### config.mk
export PLATFORM = sky130hd
export DESIGN_NAME = gpl_port_ctrl
export DESIGN_NICKNAME = d
export VERILOG_FILES = /design/src/rtl/gpl_pkg.sv /design/src/rtl/gpl_pin_sync.sv /design/src/rtl/gpl_port_ctrl.sv
export VERILOG_INCLUDE_DIRS = /design/src /design/src/rtl
export SDC_FILE = /design/constraint.sdc
export NUM_CORES = 1
export LEC_CHECK = 0
export BUFFER_PORTS_ARGS = -buffer_cell sky130_fd_sc_hd__clkbuf_2
export CAP_MARGIN = 30
export CORE_UTILIZATION = 40
export DETAILED_ROUTE_END_ITERATION = 8
export GPL_TIMING_DRIVEN = 1
export PLACE_DENSITY = 0.73
export SLEW_MARGIN = 20
export SYNTH_ARGS = -nofsm -noshare
export SYNTH_HDL_FRONTEND = slang
export SYNTH_SLANG_ARGS = --single-unit
### constraint.sdc
create_clock -name mclk -period 33.3 [get_ports mclk]
set_clock_uncertainty 0.2 [all_clocks]
set_input_delay 6.66 -clock mclk [delete_from_list [all_inputs] [get_ports mclk]]
set_output_delay 6.66 -clock mclk [all_outputs]
set_load 0.005 [all_outputs]
### src/rtl/gpl_params.svh
// register indices, field positions, masks and reset values of the port block
`ifndef GPL_PARAMS_SVH
`define GPL_PARAMS_SVH

// word indices; byte address on the bus is four times the index
`define GPL_IDX_P0          16'hFF00
`define GPL_IDX_P1          16'hFF01
`define GPL_IDX_P2          16'hFF02
`define GPL_IDX_P3          16'hFF03
`define GPL_IDX_P4          16'hFF04
`define GPL_IDX_P6          16'hFF06
`define GPL_IDX_P7          16'hFF07
`define GPL_IDX_P12         16'hFF0C
`define GPL_IDX_DRV6        16'hFF2A
`define GPL_IDX_PU0         16'hFF30
`define GPL_IDX_PU1         16'hFF31
`define GPL_IDX_PU3         16'hFF33
`define GPL_IDX_PU4         16'hFF34
`define GPL_IDX_PU6         16'hFF36
`define GPL_IDX_PU7         16'hFF37
`define GPL_IDX_PULLUP_SEL_PORT12        16'hFF3C
`define GPL_IDX_THR6        16'hFF3E
`define GPL_IDX_RSTFN       16'hFF41

// port slots inside the block
`define GPL_SLOT_P2         3'h2
`define GPL_SLOT_P6         3'h5
`define GPL_SLOT_P12        3'h7

// writable, readable and fixed masks
`define GPL_MASK_FULL       8'hFF
`define GPL_MASK_NONE       8'h00
`define GPL_LATCH_MASK_P12  8'h01
`define GPL_P12_RO_MASK     8'h3E
`define GPL_P12_RD_MASK     8'h3F
`define GPL_P12_OSC_MAIN    8'h06
`define GPL_P12_OSC_SUB     8'h18
`define GPL_PULL_MASK_P12   8'h21
`define GPL_DRV6_MASK       8'h0F
`define GPL_THR6_MASK       8'h03
`define GPL_RSTFN_MASK      8'h01

// field positions
`define GPL_RESET_PIN_SELECT_BIT_BIT        0
`define GPL_RSTPIN_BIT      5

// reset values
`define GPL_LATCH_RST       8'h00
`define GPL_PULL_RST        8'h00
`define GPL_PULL_RST_P12    8'h20
`define GPL_MISC_RST        8'h00
// reset pin idles high; the sync starts there so no false reset request
`define GPL_SYNC_IDLE       64'h2000_0000_0000_0000

`endif

### src/rtl/gpl_pkg.sv
// types shared by the port block
package gpl_pkg;

    typedef enum logic [2:0] {
        GPL_K_LATCH = 3'h0,
        GPL_K_PULL  = 3'h1,
        GPL_K_DRV6  = 3'h2,
        GPL_K_THR6  = 3'h3,
        GPL_K_RSTFN = 3'h4
    } gpl_kind_type;

    typedef logic [7:0][7:0] gpl_bytes_type;

    typedef struct packed {
        logic         valid;
        gpl_kind_type kind;
        logic [2:0]   slot;
    } gpl_dec_type;

    typedef struct packed {
        gpl_bytes_type in_mode;
        gpl_bytes_type alt_out;
    } gpl_pin_ctrl_type;

    typedef struct packed {
        gpl_bytes_type out;
        gpl_bytes_type oe;
        gpl_bytes_type pull;
    } gpl_pad_type;

endpackage

### src/rtl/gpl_pin_sync.sv
// three-stage pin synchroniser, a change is taken once stages two and three agree
`timescale 1ns/1ps
`default_nettype none

module gpl_pin_sync #(
    parameter int W = 64
) (
    // clock and reset
    input  wire logic         mclk,
    input  wire logic         rst,
    // pins and clean levels
    input  wire logic [W-1:0] async_in,
    output logic      [W-1:0] sync_out
);

    logic [W-1:0] s1_reg;
    logic [W-1:0] s2_reg;
    logic [W-1:0] s3_reg;

    always_ff @(posedge mclk or posedge rst)
    begin
        if (rst)
        begin
            s1_reg   <= '0;
            s2_reg   <= '0;
            s3_reg   <= '0;
            sync_out <= '0;
        end
        else
        begin
            s1_reg   <= async_in;
            s2_reg   <= s1_reg;
            s3_reg   <= s2_reg;
            // disagreeing bits keep their old level
            sync_out <= (s2_reg & ~(s2_reg ^ s3_reg))
                      | (sync_out & (s2_reg ^ s3_reg));
        end
    end

endmodule

`default_nettype wire

### src/rtl/gpl_port_ctrl.sv
// port latches, pull-up selection and port-6 / reset-pin options behind apb
//
// Functional notes
// RQ1 - latch drives pin in output mode
// RQ2 - read gives pin in input, latch otherwise
// RQ3 - input-mode write updates latch, pin undriven
// RQ4 - software avoids latch of analog input pins
// RQ5 - oscillator-shared port-12 pins read zero
// RQ6 - port-12 bits one to five read-only
// RQ7 - reset clears every port latch
// RQ8 - pull-up needs select bit and input mode
// RQ9 - no pull-up on output or alternate output
// RQ10 - select one connects, zero disconnects pull-up
// RQ11 - pull-ups reset zero, port-12 resets 20H
// RQ12 - port-6 input threshold per pin 60, 61
// RQ13 - port-6 drive type: cmos or open drain
// RQ14 - software sets open drain for i2c
// RQ15 - software clears pin-60 open drain for uart
// RQ16 - bit and byte accesses all accepted
// RQ17 - reset pin mode zero: external reset
// RQ18 - reset pin mode one: input-only port
// RQ19 - fixed-zero bits read zero, ignore writes
//
// Our own choice: the APB slave port.
`timescale 1ns/1ps
`default_nettype none

`include "gpl_params.svh"

module gpl_port_ctrl (
    // clock and reset
    input  wire logic                      mclk,
    input  wire logic                      rst,
    // apb slave
    input  wire logic                      psel,
    input  wire logic                      penable,
    input  wire logic                      pwrite,
    input  wire logic [17:0]               paddr,
    input  wire logic [31:0]               pwdata,
    input  wire logic [3:0]                pstrb,
    output logic      [31:0]               prdata,
    output logic                           pready,
    output logic                           pslverr,
    // direction and routing from the mode registers
    input  wire gpl_pkg::gpl_pin_ctrl_type pin_ctrl,
    input  wire logic                      main_osc_active,
    input  wire logic                      sub_osc_active,
    // pads
    input  wire gpl_pkg::gpl_bytes_type    pin_in,
    output gpl_pkg::gpl_pad_type           pad,
    output logic [1:0]                     smbus_input_sel,
    output logic                           ext_reset_req
);

    ////////////////////////////////////////////////////////////////////////
    // decode

    function automatic gpl_pkg::gpl_dec_type decode(input logic [17:0] a);
        gpl_pkg::gpl_dec_type d;
        d.valid = (a[1:0] == 2'h0);
        d.kind  = gpl_pkg::GPL_K_LATCH;
        d.slot  = 3'h0;
        unique case (a[17:2])
            `GPL_IDX_P0:    d.slot = 3'h0;
            `GPL_IDX_P1:    d.slot = 3'h1;
            `GPL_IDX_P2:    d.slot = 3'h2;
            `GPL_IDX_P3:    d.slot = 3'h3;
            `GPL_IDX_P4:    d.slot = 3'h4;
            `GPL_IDX_P6:    d.slot = 3'h5;
            `GPL_IDX_P7:    d.slot = 3'h6;
            `GPL_IDX_P12:   d.slot = 3'h7;
            `GPL_IDX_PU0:
            begin
                d.kind = gpl_pkg::GPL_K_PULL;
                d.slot = 3'h0;
            end
            `GPL_IDX_PU1:
            begin
                d.kind = gpl_pkg::GPL_K_PULL;
                d.slot = 3'h1;
            end
            `GPL_IDX_PU3:
            begin
                d.kind = gpl_pkg::GPL_K_PULL;
                d.slot = 3'h3;
            end
            `GPL_IDX_PU4:
            begin
                d.kind = gpl_pkg::GPL_K_PULL;
                d.slot = 3'h4;
            end
            `GPL_IDX_PU6:
            begin
                d.kind = gpl_pkg::GPL_K_PULL;
                d.slot = 3'h5;
            end
            `GPL_IDX_PU7:
            begin
                d.kind = gpl_pkg::GPL_K_PULL;
                d.slot = 3'h6;
            end
            `GPL_IDX_PULLUP_SEL_PORT12:
            begin
                d.kind = gpl_pkg::GPL_K_PULL;
                d.slot = 3'h7;
            end
            `GPL_IDX_DRV6:  d.kind = gpl_pkg::GPL_K_DRV6;
            `GPL_IDX_THR6:  d.kind = gpl_pkg::GPL_K_THR6;
            `GPL_IDX_RSTFN: d.kind = gpl_pkg::GPL_K_RSTFN;
            default:        d.valid = 1'b0;
        endcase
        return d;
    endfunction

    // writable bits of a latch slot; port 12 keeps only bit 0
    function automatic logic [7:0] latch_mask(input logic [2:0] s);
        return (s == `GPL_SLOT_P12) ? `GPL_LATCH_MASK_P12 : `GPL_MASK_FULL;
    endfunction

    // writable bits of a pull-up slot; port 2 has no pull-ups
    function automatic logic [7:0] pull_mask(input logic [2:0] s);
        logic [7:0] m;
        m = `GPL_MASK_FULL;
        if (s == `GPL_SLOT_P12)
            m = `GPL_PULL_MASK_P12;
        else if (s == `GPL_SLOT_P2)
            m = `GPL_MASK_NONE;
        return m;
    endfunction

    ////////////////////////////////////////////////////////////////////////
    // state

    gpl_pkg::gpl_dec_type  dec;
    gpl_pkg::gpl_bytes_type latch_reg;
    gpl_pkg::gpl_bytes_type pull_sel_reg;
    gpl_pkg::gpl_bytes_type pin_sync;
    gpl_pkg::gpl_bytes_type sync_raw;
    gpl_pkg::gpl_bytes_type eff_in;
    gpl_pkg::gpl_bytes_type od_sel;
    logic [7:0]             drv6_reg;
    logic [7:0]             thr6_reg;
    logic [7:0]             rstfn_reg;
    logic [7:0]             rd_value;
    logic                   wr_fire;
    logic                   byte_wr;
    logic                   rd_fire;

    assign dec     = decode(paddr);
    // the slave answers one cycle into the access phase
    assign rd_fire = psel && penable && !pready;
    assign wr_fire = psel && penable && pready && pwrite && dec.valid;
    // byte lane 0 carries every register; a bit access is a byte rmw
    assign byte_wr = wr_fire && pstrb[0]; // see RQ16

    gpl_pin_sync #(
        .W (64)
    ) u_sync (
        .mclk     (mclk),
        .rst      (rst),
        .async_in (pin_in ^ `GPL_SYNC_IDLE),
        .sync_out (sync_raw)
    );

    // pin 125 is stored inverted so reset leaves it at its idle level
    assign pin_sync = sync_raw ^ `GPL_SYNC_IDLE; // see RQ17

    ////////////////////////////////////////////////////////////////////////
    // port latches

    always_ff @(posedge mclk or posedge rst)
    begin
        if (rst)
        begin
            latch_reg <= {8{`GPL_LATCH_RST}}; // see RQ7
        end
        else if (byte_wr && dec.kind == gpl_pkg::GPL_K_LATCH)
        begin
            // stored even in input mode; pin follows only in output mode
            latch_reg[dec.slot] <= pwdata[7:0] & latch_mask(dec.slot); // see RQ3
        end
    end

    ////////////////////////////////////////////////////////////////////////
    // pull-up selection

    always_ff @(posedge mclk or posedge rst)
    begin
        if (rst)
        begin
            pull_sel_reg <= {`GPL_PULL_RST_P12, {7{`GPL_PULL_RST}}}; // see RQ11
        end
        else if (byte_wr && dec.kind == gpl_pkg::GPL_K_PULL)
        begin
            pull_sel_reg[dec.slot] <= pwdata[7:0] & pull_mask(dec.slot); // see RQ19
        end
    end

    ////////////////////////////////////////////////////////////////////////
    // port-6 options and reset pin mode

    always_ff @(posedge mclk or posedge rst)
    begin
        if (rst)
        begin
            drv6_reg  <= `GPL_MISC_RST;
            thr6_reg  <= `GPL_MISC_RST;
            rstfn_reg <= `GPL_MISC_RST; // see RQ17
        end
        else if (byte_wr)
        begin
            if (dec.kind == gpl_pkg::GPL_K_DRV6)
                drv6_reg <= pwdata[7:0] & `GPL_DRV6_MASK; // see RQ13
            if (dec.kind == gpl_pkg::GPL_K_THR6)
                thr6_reg <= pwdata[7:0] & `GPL_THR6_MASK; // see RQ12
            if (dec.kind == gpl_pkg::GPL_K_RSTFN)
                rstfn_reg <= pwdata[7:0] & `GPL_RSTFN_MASK;
        end
    end

    ////////////////////////////////////////////////////////////////////////
    // effective direction and read value

    always_comb
    begin
        eff_in = pin_ctrl.in_mode;
        // port-12 pins 1..5 are input only whatever the mode bits say
        eff_in[`GPL_SLOT_P12] = pin_ctrl.in_mode[`GPL_SLOT_P12]
                              | `GPL_P12_RO_MASK; // see RQ6
        od_sel = '0;
        od_sel[`GPL_SLOT_P6] = drv6_reg;
    end

    always_comb
    begin
        rd_value = 8'h00;
        unique case (dec.kind)
            gpl_pkg::GPL_K_LATCH:
            begin
                rd_value = (eff_in[dec.slot] & pin_sync[dec.slot])
                         | (~eff_in[dec.slot] & latch_reg[dec.slot]); // see RQ2
                if (dec.slot == `GPL_SLOT_P12)
                begin
                    rd_value = rd_value & `GPL_P12_RD_MASK; // see RQ19
                    if (main_osc_active)
                        rd_value = rd_value & ~`GPL_P12_OSC_MAIN; // see RQ5
                    if (sub_osc_active)
                        rd_value = rd_value & ~`GPL_P12_OSC_SUB; // see RQ5
                end
            end
            gpl_pkg::GPL_K_PULL:  rd_value = pull_sel_reg[dec.slot];
            gpl_pkg::GPL_K_DRV6:  rd_value = drv6_reg;
            gpl_pkg::GPL_K_THR6:  rd_value = thr6_reg;
            gpl_pkg::GPL_K_RSTFN: rd_value = rstfn_reg;
            default:              rd_value = 8'h00;
        endcase
    end

    ////////////////////////////////////////////////////////////////////////
    // apb answer

    always_ff @(posedge mclk or posedge rst)
    begin
        if (rst)
        begin
            pready  <= 1'b0;
            pslverr <= 1'b0;
            prdata  <= 32'h0000_0000;
        end
        else
        begin
            pready  <= rd_fire;
            pslverr <= rd_fire && !dec.valid;
            if (rd_fire)
                prdata <= (dec.valid && !pwrite) ? {24'h00_0000, rd_value}
                                                 : 32'h0000_0000;
        end
    end

    ////////////////////////////////////////////////////////////////////////
    // pads

    always_ff @(posedge mclk or posedge rst)
    begin
        if (rst)
        begin
            pad             <= '0;
            smbus_input_sel <= 2'h0;
            ext_reset_req   <= 1'b0;
        end
        else
        begin
            pad.out <= latch_reg; // see RQ1
            // open drain only pulls low, so a one releases the pin
            pad.oe  <= ~eff_in & ~(od_sel & latch_reg); // see RQ13
            pad.pull <= pull_sel_reg & eff_in // see RQ8 RQ10
                      & ~pin_ctrl.alt_out; // see RQ9
            smbus_input_sel <= thr6_reg[1:0]; // see RQ12
            // shared pin low asks for reset only in reset mode
            ext_reset_req <= !rstfn_reg[`GPL_RESET_PIN_SELECT_BIT_BIT]
                && !pin_sync[`GPL_SLOT_P12][`GPL_RSTPIN_BIT]; // see RQ18
        end
    end

    ////////////////////////////////////////////////////////////////////////
    // checks

    a_latch_write: assert property (@(posedge mclk) disable iff (rst) // see RQ3
        (byte_wr && paddr[17:2] == `GPL_IDX_P0)
        |=> latch_reg[0] == $past(pwdata[7:0]))
        else $error("port 0 latch missed its write");

    a_strobe_gate: assert property (@(posedge mclk) disable iff (rst) // see RQ16
        (wr_fire && !pstrb[0]) |=> $stable(latch_reg))
        else $error("latch changed without byte lane 0");

    a_p12_readonly: assert property (@(posedge mclk) disable iff (rst) // see RQ6
        (byte_wr && paddr[17:2] == `GPL_IDX_P12)
        |=> latch_reg[`GPL_SLOT_P12][7:1] == 7'h00)
        else $error("port 12 read-only bits were written");

    a_drive_out: assert property (@(posedge mclk) disable iff (rst) // see RQ1
        // pads still show reset one edge after release
        (!pin_ctrl.in_mode[1][3] && !$past(rst))
        |=> pad.oe[1][3] && pad.out[1][3] == $past(latch_reg[1][3]))
        else $error("output mode pin not driven from latch");

    a_rd_input: assert property (@(posedge mclk) disable iff (rst) // see RQ2
        (rd_fire && !pwrite && paddr[17:2] == `GPL_IDX_P0
         && pin_ctrl.in_mode[0] == 8'hFF)
        |=> pready && prdata[7:0] == $past(pin_sync[0]))
        else $error("input mode read did not return pin level");

    a_osc_zero: assert property (@(posedge mclk) disable iff (rst) // see RQ5
        (rd_fire && !pwrite && paddr[17:2] == `GPL_IDX_P12 && main_osc_active)
        |=> prdata[2:1] == 2'h0)
        else $error("oscillator pins did not read zero");

    a_pull_gate: assert property (@(posedge mclk) disable iff (rst) // see RQ9
        pad.pull[0][2] |-> $past(pull_sel_reg[0][2]
            && pin_ctrl.in_mode[0][2] && !pin_ctrl.alt_out[0][2]))
        else $error("pull-up on a pin that may not have one");

    a_open_drain: assert property (@(posedge mclk) disable iff (rst) // see RQ13
        (drv6_reg[0] && latch_reg[`GPL_SLOT_P6][0]) |=> !pad.oe[`GPL_SLOT_P6][0])
        else $error("open drain pin drove high");

    a_reset_pin: assert property (@(posedge mclk) disable iff (rst) // see RQ17
        ext_reset_req |-> $past(!rstfn_reg[0])
            && $past(!pin_sync[`GPL_SLOT_P12][`GPL_RSTPIN_BIT]))
        else $error("reset request while pin is a port");

endmodule

`default_nettype wire

==> out/qor.csv, run 1 <==
metric,value,unit
status,finished clean,
Max Cap Viol,0,
WL/cell,23.00,um
Routed Wire Length,62980,um
Reg power frac,49.3,%
worst skew pair latency,620,ps
post-synthesis area per instance,13.01,um2
sequential fraction of the synthesis area,72.44,%
Hold Path Origin,u_sync.s1_reg[12]$_DFF_PP0_,
critical path class,input port to flip-flop,
"Req. time, crit path",33600,ps
most frequent cells after synthesis,"dfrtp_1 (590), nand2_1 (220), o21ai_0 (110)",
Worst R2R Setup Slack,30410,ps
pin count of the biggest net entering global routing,138,
router iterations before antenna repair,7,
Bufs on Longest Clock Path,3,
CP max stage delay,780,ps
Bufs and invs on worst path,1,
vias,13773,
DRC,0,
CTS sink count,591,
"top cells by area, synth","dfrtp_1 (72%), nand2_1 (4.0%), maj3_1 (3.1%)",
path type of the worst min-delay path,flip-flop to flip-flop,
setup violators final,0,
io pins,482,
number of CTS-inserted buffers,59,
Layout area overhead,24.17,%
PD cells,60.26,mW/mm2
CTS tree,done,
Least-Margin Pin Slew,935.5,ps
CP max FO,13,
Die Y,227.9,um
Clk pwr share,46.3,%
setup TNS,0,ps
worst setup path startpoint,paddr[8],
cell family with most CP delay,simple AND/OR/NAND/NOR gates,
Die W,227.9,um
Max Slew Vio Count,0,
total grt overflow,0,
final period demand of the worst path,10210,ps
multi-input logic area,0.005024,mm2
core box area,0.05027,mm2
routed vias/inst,5.028,
PortBufs,420,
final period utilization,30.65,%
CTS root buffer,clkbuf_16,
CP Capture Type,flip-flop,
switching power,0.3347,mW
Leak,12.46,nW
Fin. Hold Viols,0,
"Reg clk slew, reported paths",70,ps
Detailed Place HPWL,47470,um
Final Wtd Congestion,0.9352,
crit-path cells,clkbuf_2 > nor2_1 > nand4_1 > nor2_1 > nand2_1 > o221ai_1 > or3_1 > mux2i_1 > a21o_1,
CP Data Arrival Time,10510,ps
Antenna diodes,0,
fraction of final layout cells sized beyond drive strength 1,29.17,%
die area,0.05195,mm2
Combinational Power Share,4.4,%
initial drt markers,974,
FF/Latch Area,0.01479,mm2
crit start category,input port,
Filler cells,4385,
cell count after synthesis,1570,
Netlist cell types,75,
# H-tree levels,2,
Slew HR,37.48,%
Most used DFF post-synth,dfrtp_1,
Post-DRT Antenna Nets,0,
cell internal pwr,1.193,mW
"count leader, synth",dfrtp_1,
#FFs+latches synth,591,
most frequent CP cell,nor2_1,
initial core utilization,40.61,%
# rows,82,
Nets,2270,
Fmax,97.97,MHz
Syn. warnings,0,
Synth area leader,dfrtp_1,
GRT Overall Usage,24.43,%
initial antenna violation count,3,
post-synthesis instance area,0.02042,mm2
post-CTS sizing,0,
Post-synth EDFFs,0,
worst-case vdd ir drop,0.00003965,V
Final Core Density,50.43,%
first-pass GRT wire length,92990,um
CP max-delay cell,nor2_1,
share of the synthesized area in the top cell type,72.31,%
unrepaired setup endpoints after global routing,false,
hold_buf cts,0,
Async SR Flop Fraction,100.0,%
sw frac,21.91,%
vias in the first global route,14109,
R2R Path Start,pready$_DFF_PP0_,
Post-CTS Setup Inserts,0,
==> stage by stage <==
step	worst slack (ps)	hold WS [ps]	power, mW	area, um2	instances
CTS	23100	141.0	1.542	25270	2736
finish	23090	139.7	1.528	25350	2739
global placement	22430	134.8	0.8300	23130	2623
floorplan	9902	131.2	0.7967	20520	1598
global route	22930	153.1	1.582	25350	2739
detailed placement	22450	134.7	0.8327	23160	2625
==> cell type report <==
cell class	count	area share, %
clock buffers	76	6.470
clock inverters	35	1.856
inverters	63	0.9623
multi-input cells	860	19.81
flip-flops and latches	591	58.34
well taps	672	3.316
repair buffers	442	9.243
==> kinds of logic after synthesis <==
logic type,share of synthesized area (%)
buffers and inverters,3.499
multiplexers,2.396
flip-flops,72.44
XOR/XNOR,0.2084
other,0.01837
adder cells (fa/ha/maj),3.137
AO/OA/AOI/OAI,7.850
AND/OR/NAND/NOR,10.45
==> power by group through the flow <==
stage / logic [mW] / clock network, mW / registers, mW
3_3_place_gp: 0.0654 / 0 / 0.765
2_1_floorplan: 0.0328 / 0 / 0.764
3_5_place_dp: 0.0670 / 0 / 0.766
4_1_cts: 0.0675 / 0.722 / 0.753
5_1_grt: 0.0744 / 0.753 / 0.755
6_report: 0.0674 / 0.708 / 0.752
==> path summary, 6_finish.rpt <==
kind                                                end  cells after the start
max                               prdata[1]$_DFFE_PP0P_                      9
min                         u_sync.s2_reg[12]$_DFF_PP0_                      0
max reg2reg                pull_sel_reg[44]$_DFFE_PP0P_                      6
min reg2reg                 u_sync.s2_reg[12]$_DFF_PP0_                      0
max in group asynchronous             pad[73]$_DFF_PP0_                      6
min in group asynchronous   u_sync.s1_reg[33]$_DFF_PP0_                      2
==> layer usage <==
layer | part of all wire (%) | up-vias | GRT usage [%]
li1 | - | 6192 | -
met1 | 40 | 6912 | 30.89
met2 | 50 | 561 | 41.86
met3 | 6.6 | 102 | 5.325
met4 | 2.8 | 6 | 7.655
met5 | 0.067 | - | 0
==> placed cells by master, fill, tap and decap left out, drive strengths merged, types with 22 or more instances in the layout <==
cell,synthesis,layout
inv,63,69
nand2,221,221
nor2,108,108
o22ai,32,32
clkbuf,37,496
mux2,31,31
nor3,26,26
conb,1,29
nand3,33,33
buf,47,22
o21ai,113,113
dfrtp,590,590
maj3,64,64
(Power assumes the default switching activity.)
==> run 2, diff against run 1 <==
==> constraint.sdc (replaced) <==
create_clock -name mclk -period 9.9 [get_ports mclk]
set_clock_uncertainty 0.2 [all_clocks]
set_input_delay 1.98 -clock mclk [delete_from_list [all_inputs] [get_ports mclk]]
set_output_delay 1.98 -clock mclk [all_outputs]
set_load 0.005 [all_outputs]
==> run 2 against run 1 <==
Effect of this change: first-iteration DRC count is 5.5% higher; setup slack worse by 19000 ps; routed wire length is 0.29% lower; flip-flop and latch count stayed put; combinational power grew to 3.3 times the previous value; sequential share of layout area hardly changed; non-clock buffer count is 3 lower.
==> out/qor.csv, run 2 (same netlist as run 1, synthesis figures left out) <==
metric,value,unit
status,finished clean,
Final Power,5.129,mW
worst-case vdd ir drop,0.0001521,V
FF/Latch Area,0.01479,mm2
CTS tree,done,
placed instance area,0.02318,mm2
vias,13851,
# H-tree levels,2,
unrepaired setup endpoints after global routing,false,
Worst R2R Setup Slack,7020,ps
initial drt markers,1028,
Max Cap Viol,0,
Final Hold Slack,140.6,ps
Max Used Layer,met5,
PortBufs,420,
R2R Path Start,pready$_DFF_PP0_,
post-CTS sizing,0,
CP Capture Type,flip-flop,
CTS sink count,591,
most frequent CP cell,nor2_1,
"commonest non-fill, non-tap cell in the layout",dfrtp_1,
Fmax,180.4,MHz
worst skew pair latency,610,ps
PD cells,202.4,mW/mm2
worst hold path cell count,0,
vias in the first global route,14193,
hold_buf cts,0,
DR WL met3,4045,um
Hold Path Origin,u_sync.s1_reg[17]$_DFF_PP0_,
number of CTS-inserted buffers,58,
met2 routed wirelength,31700,um
total grt overflow,0,
io pins,482,
Hold Path End,u_sync.s2_reg[17]$_DFF_PP0_,
CP Data Arrival Time,5850,ps
worst setup path startpoint,paddr[8],
Post-CTS Setup Inserts,0,
Post-DRT Antenna Nets,0,
Filler cells,4378,
# rows,82,
core box area,0.05027,mm2
Max Slew Vio Count,0,
WL/cell,22.96,um
Final Wtd Congestion,0.9038,
crit-path cells,clkbuf_2 > nor2_1 > nand4_1 > nor2_1 > nand2_1 > o221ai_1 > or3_1 > mux2i_1 > a21o_1,
final non-filler cell total,2735,
CP max-delay cell,nor2_1,
design area,0.02534,mm2
reg2reg end,latch_reg[16]$_DFFE_PP0P_,
"commonest non-fill, non-tap cells in the layout","dfrtp_1 (590), clkbuf_2 (420), nand2_1 (220)",
routed vias/inst,5.064,
critical path class,input port to flip-flop,
final period demand of the worst path,5543,ps
Slew HR,39.35,%
DRC,0,
pin count of the biggest net entering global routing,198,
r2r worst-path depth,5,
Die Y,227.9,um
CP max FO,13,
M1 WL,24980,um
setup violators final,0,
"Reg clk slew, reported paths",70,ps
Nets,2266,
Bufs on Longest Clock Path,3,
Die W,227.9,um
Least-Margin Pin Slew,907.5,ps
final period utilization,55.99,%
initial core utilization,40.61,%
Layout area overhead,24.09,%
Bufs and invs on worst path,1,
dpl cells,2623,
multi-input logic area,0.005024,mm2
CP max stage delay,790,ps
cell family with most CP delay,simple AND/OR/NAND/NOR gates,
first-pass GRT wire length,92890,um
Detailed Place HPWL,47310,um
GRT Overall Usage,24.37,%
Fin. Hold Viols,0,
Leak,12.42,nW
"Req. time, crit path",10210,ps
Final Core Density,50.40,%
crit start category,input port,
path type of the worst min-delay path,flip-flop to flip-flop,
fraction of final layout cells sized beyond drive strength 1,29.16,%
initial antenna violation count,2,
CTS root buffer,clkbuf_16,
Routed Wire Length,62800,um
router iterations before antenna repair,5,
die area,0.05195,mm2
==> run 2: changes by cell type in the layout (fill, tap and decap cells not counted), sizes merged <==
cell      before  now
buf           22   19
clkbuf       496  490
clkinvlp       5   12
diode          0    2
inv           69   65
==> run 2: final cells by class <==
cell class,count,share of cell area [%]
antenna,2,0.01975
clock buffer,70,6.306
clock inverter,38,1.990
inverter,63,0.9481
multi-input combinational,860,19.83
sequential,591,58.37
tap,672,3.318
timing repair buffer,439,9.219
==> run 2: worst max path at each step <==
stage / to / cells after the start
floorplan: asynchronous set/reset pin / 1
global placement: prdata[1]$_DFFE_PP0P_ / 9
detailed placement: prdata[1]$_DFFE_PP0P_ / 9
CTS: prdata[1]$_DFFE_PP0P_ / 9
global route: latch_reg[40]$_DFFE_PP0P_ / 8
finish: prdata[1]$_DFFE_PP0P_ / 9
==> run 2: report_power, final <==
part	switching [mW]	internal, mW
Clock	0.953	1.42
Combinational	0.144	0.0811
Sequential	0.0374	2.49
==> run 2: metal layers <==
| layer | GRT usage, % | up-vias |
|---|---|---|
| met2 | 42.23 | 552 |
| met5 | 0 | - |
| li1 | - | 6187 |
| met1 | 30.21 | 6998 |
| met3 | 5.137 | 112 |
| met4 | 8.389 | 2 |
==> run 2: metrics by stage <==
| stage | setup TNS, ps | setup slack, ps |
|---|---|---|
| after global placement | 0 | 3850 |
| after floorplan | -198550 | -336.5 |
| final | 0 | 4357 |
| after global routing | 0 | 4187 |
| after detailed placement | 0 | 3827 |
| after CTS | 0 | 4479 |
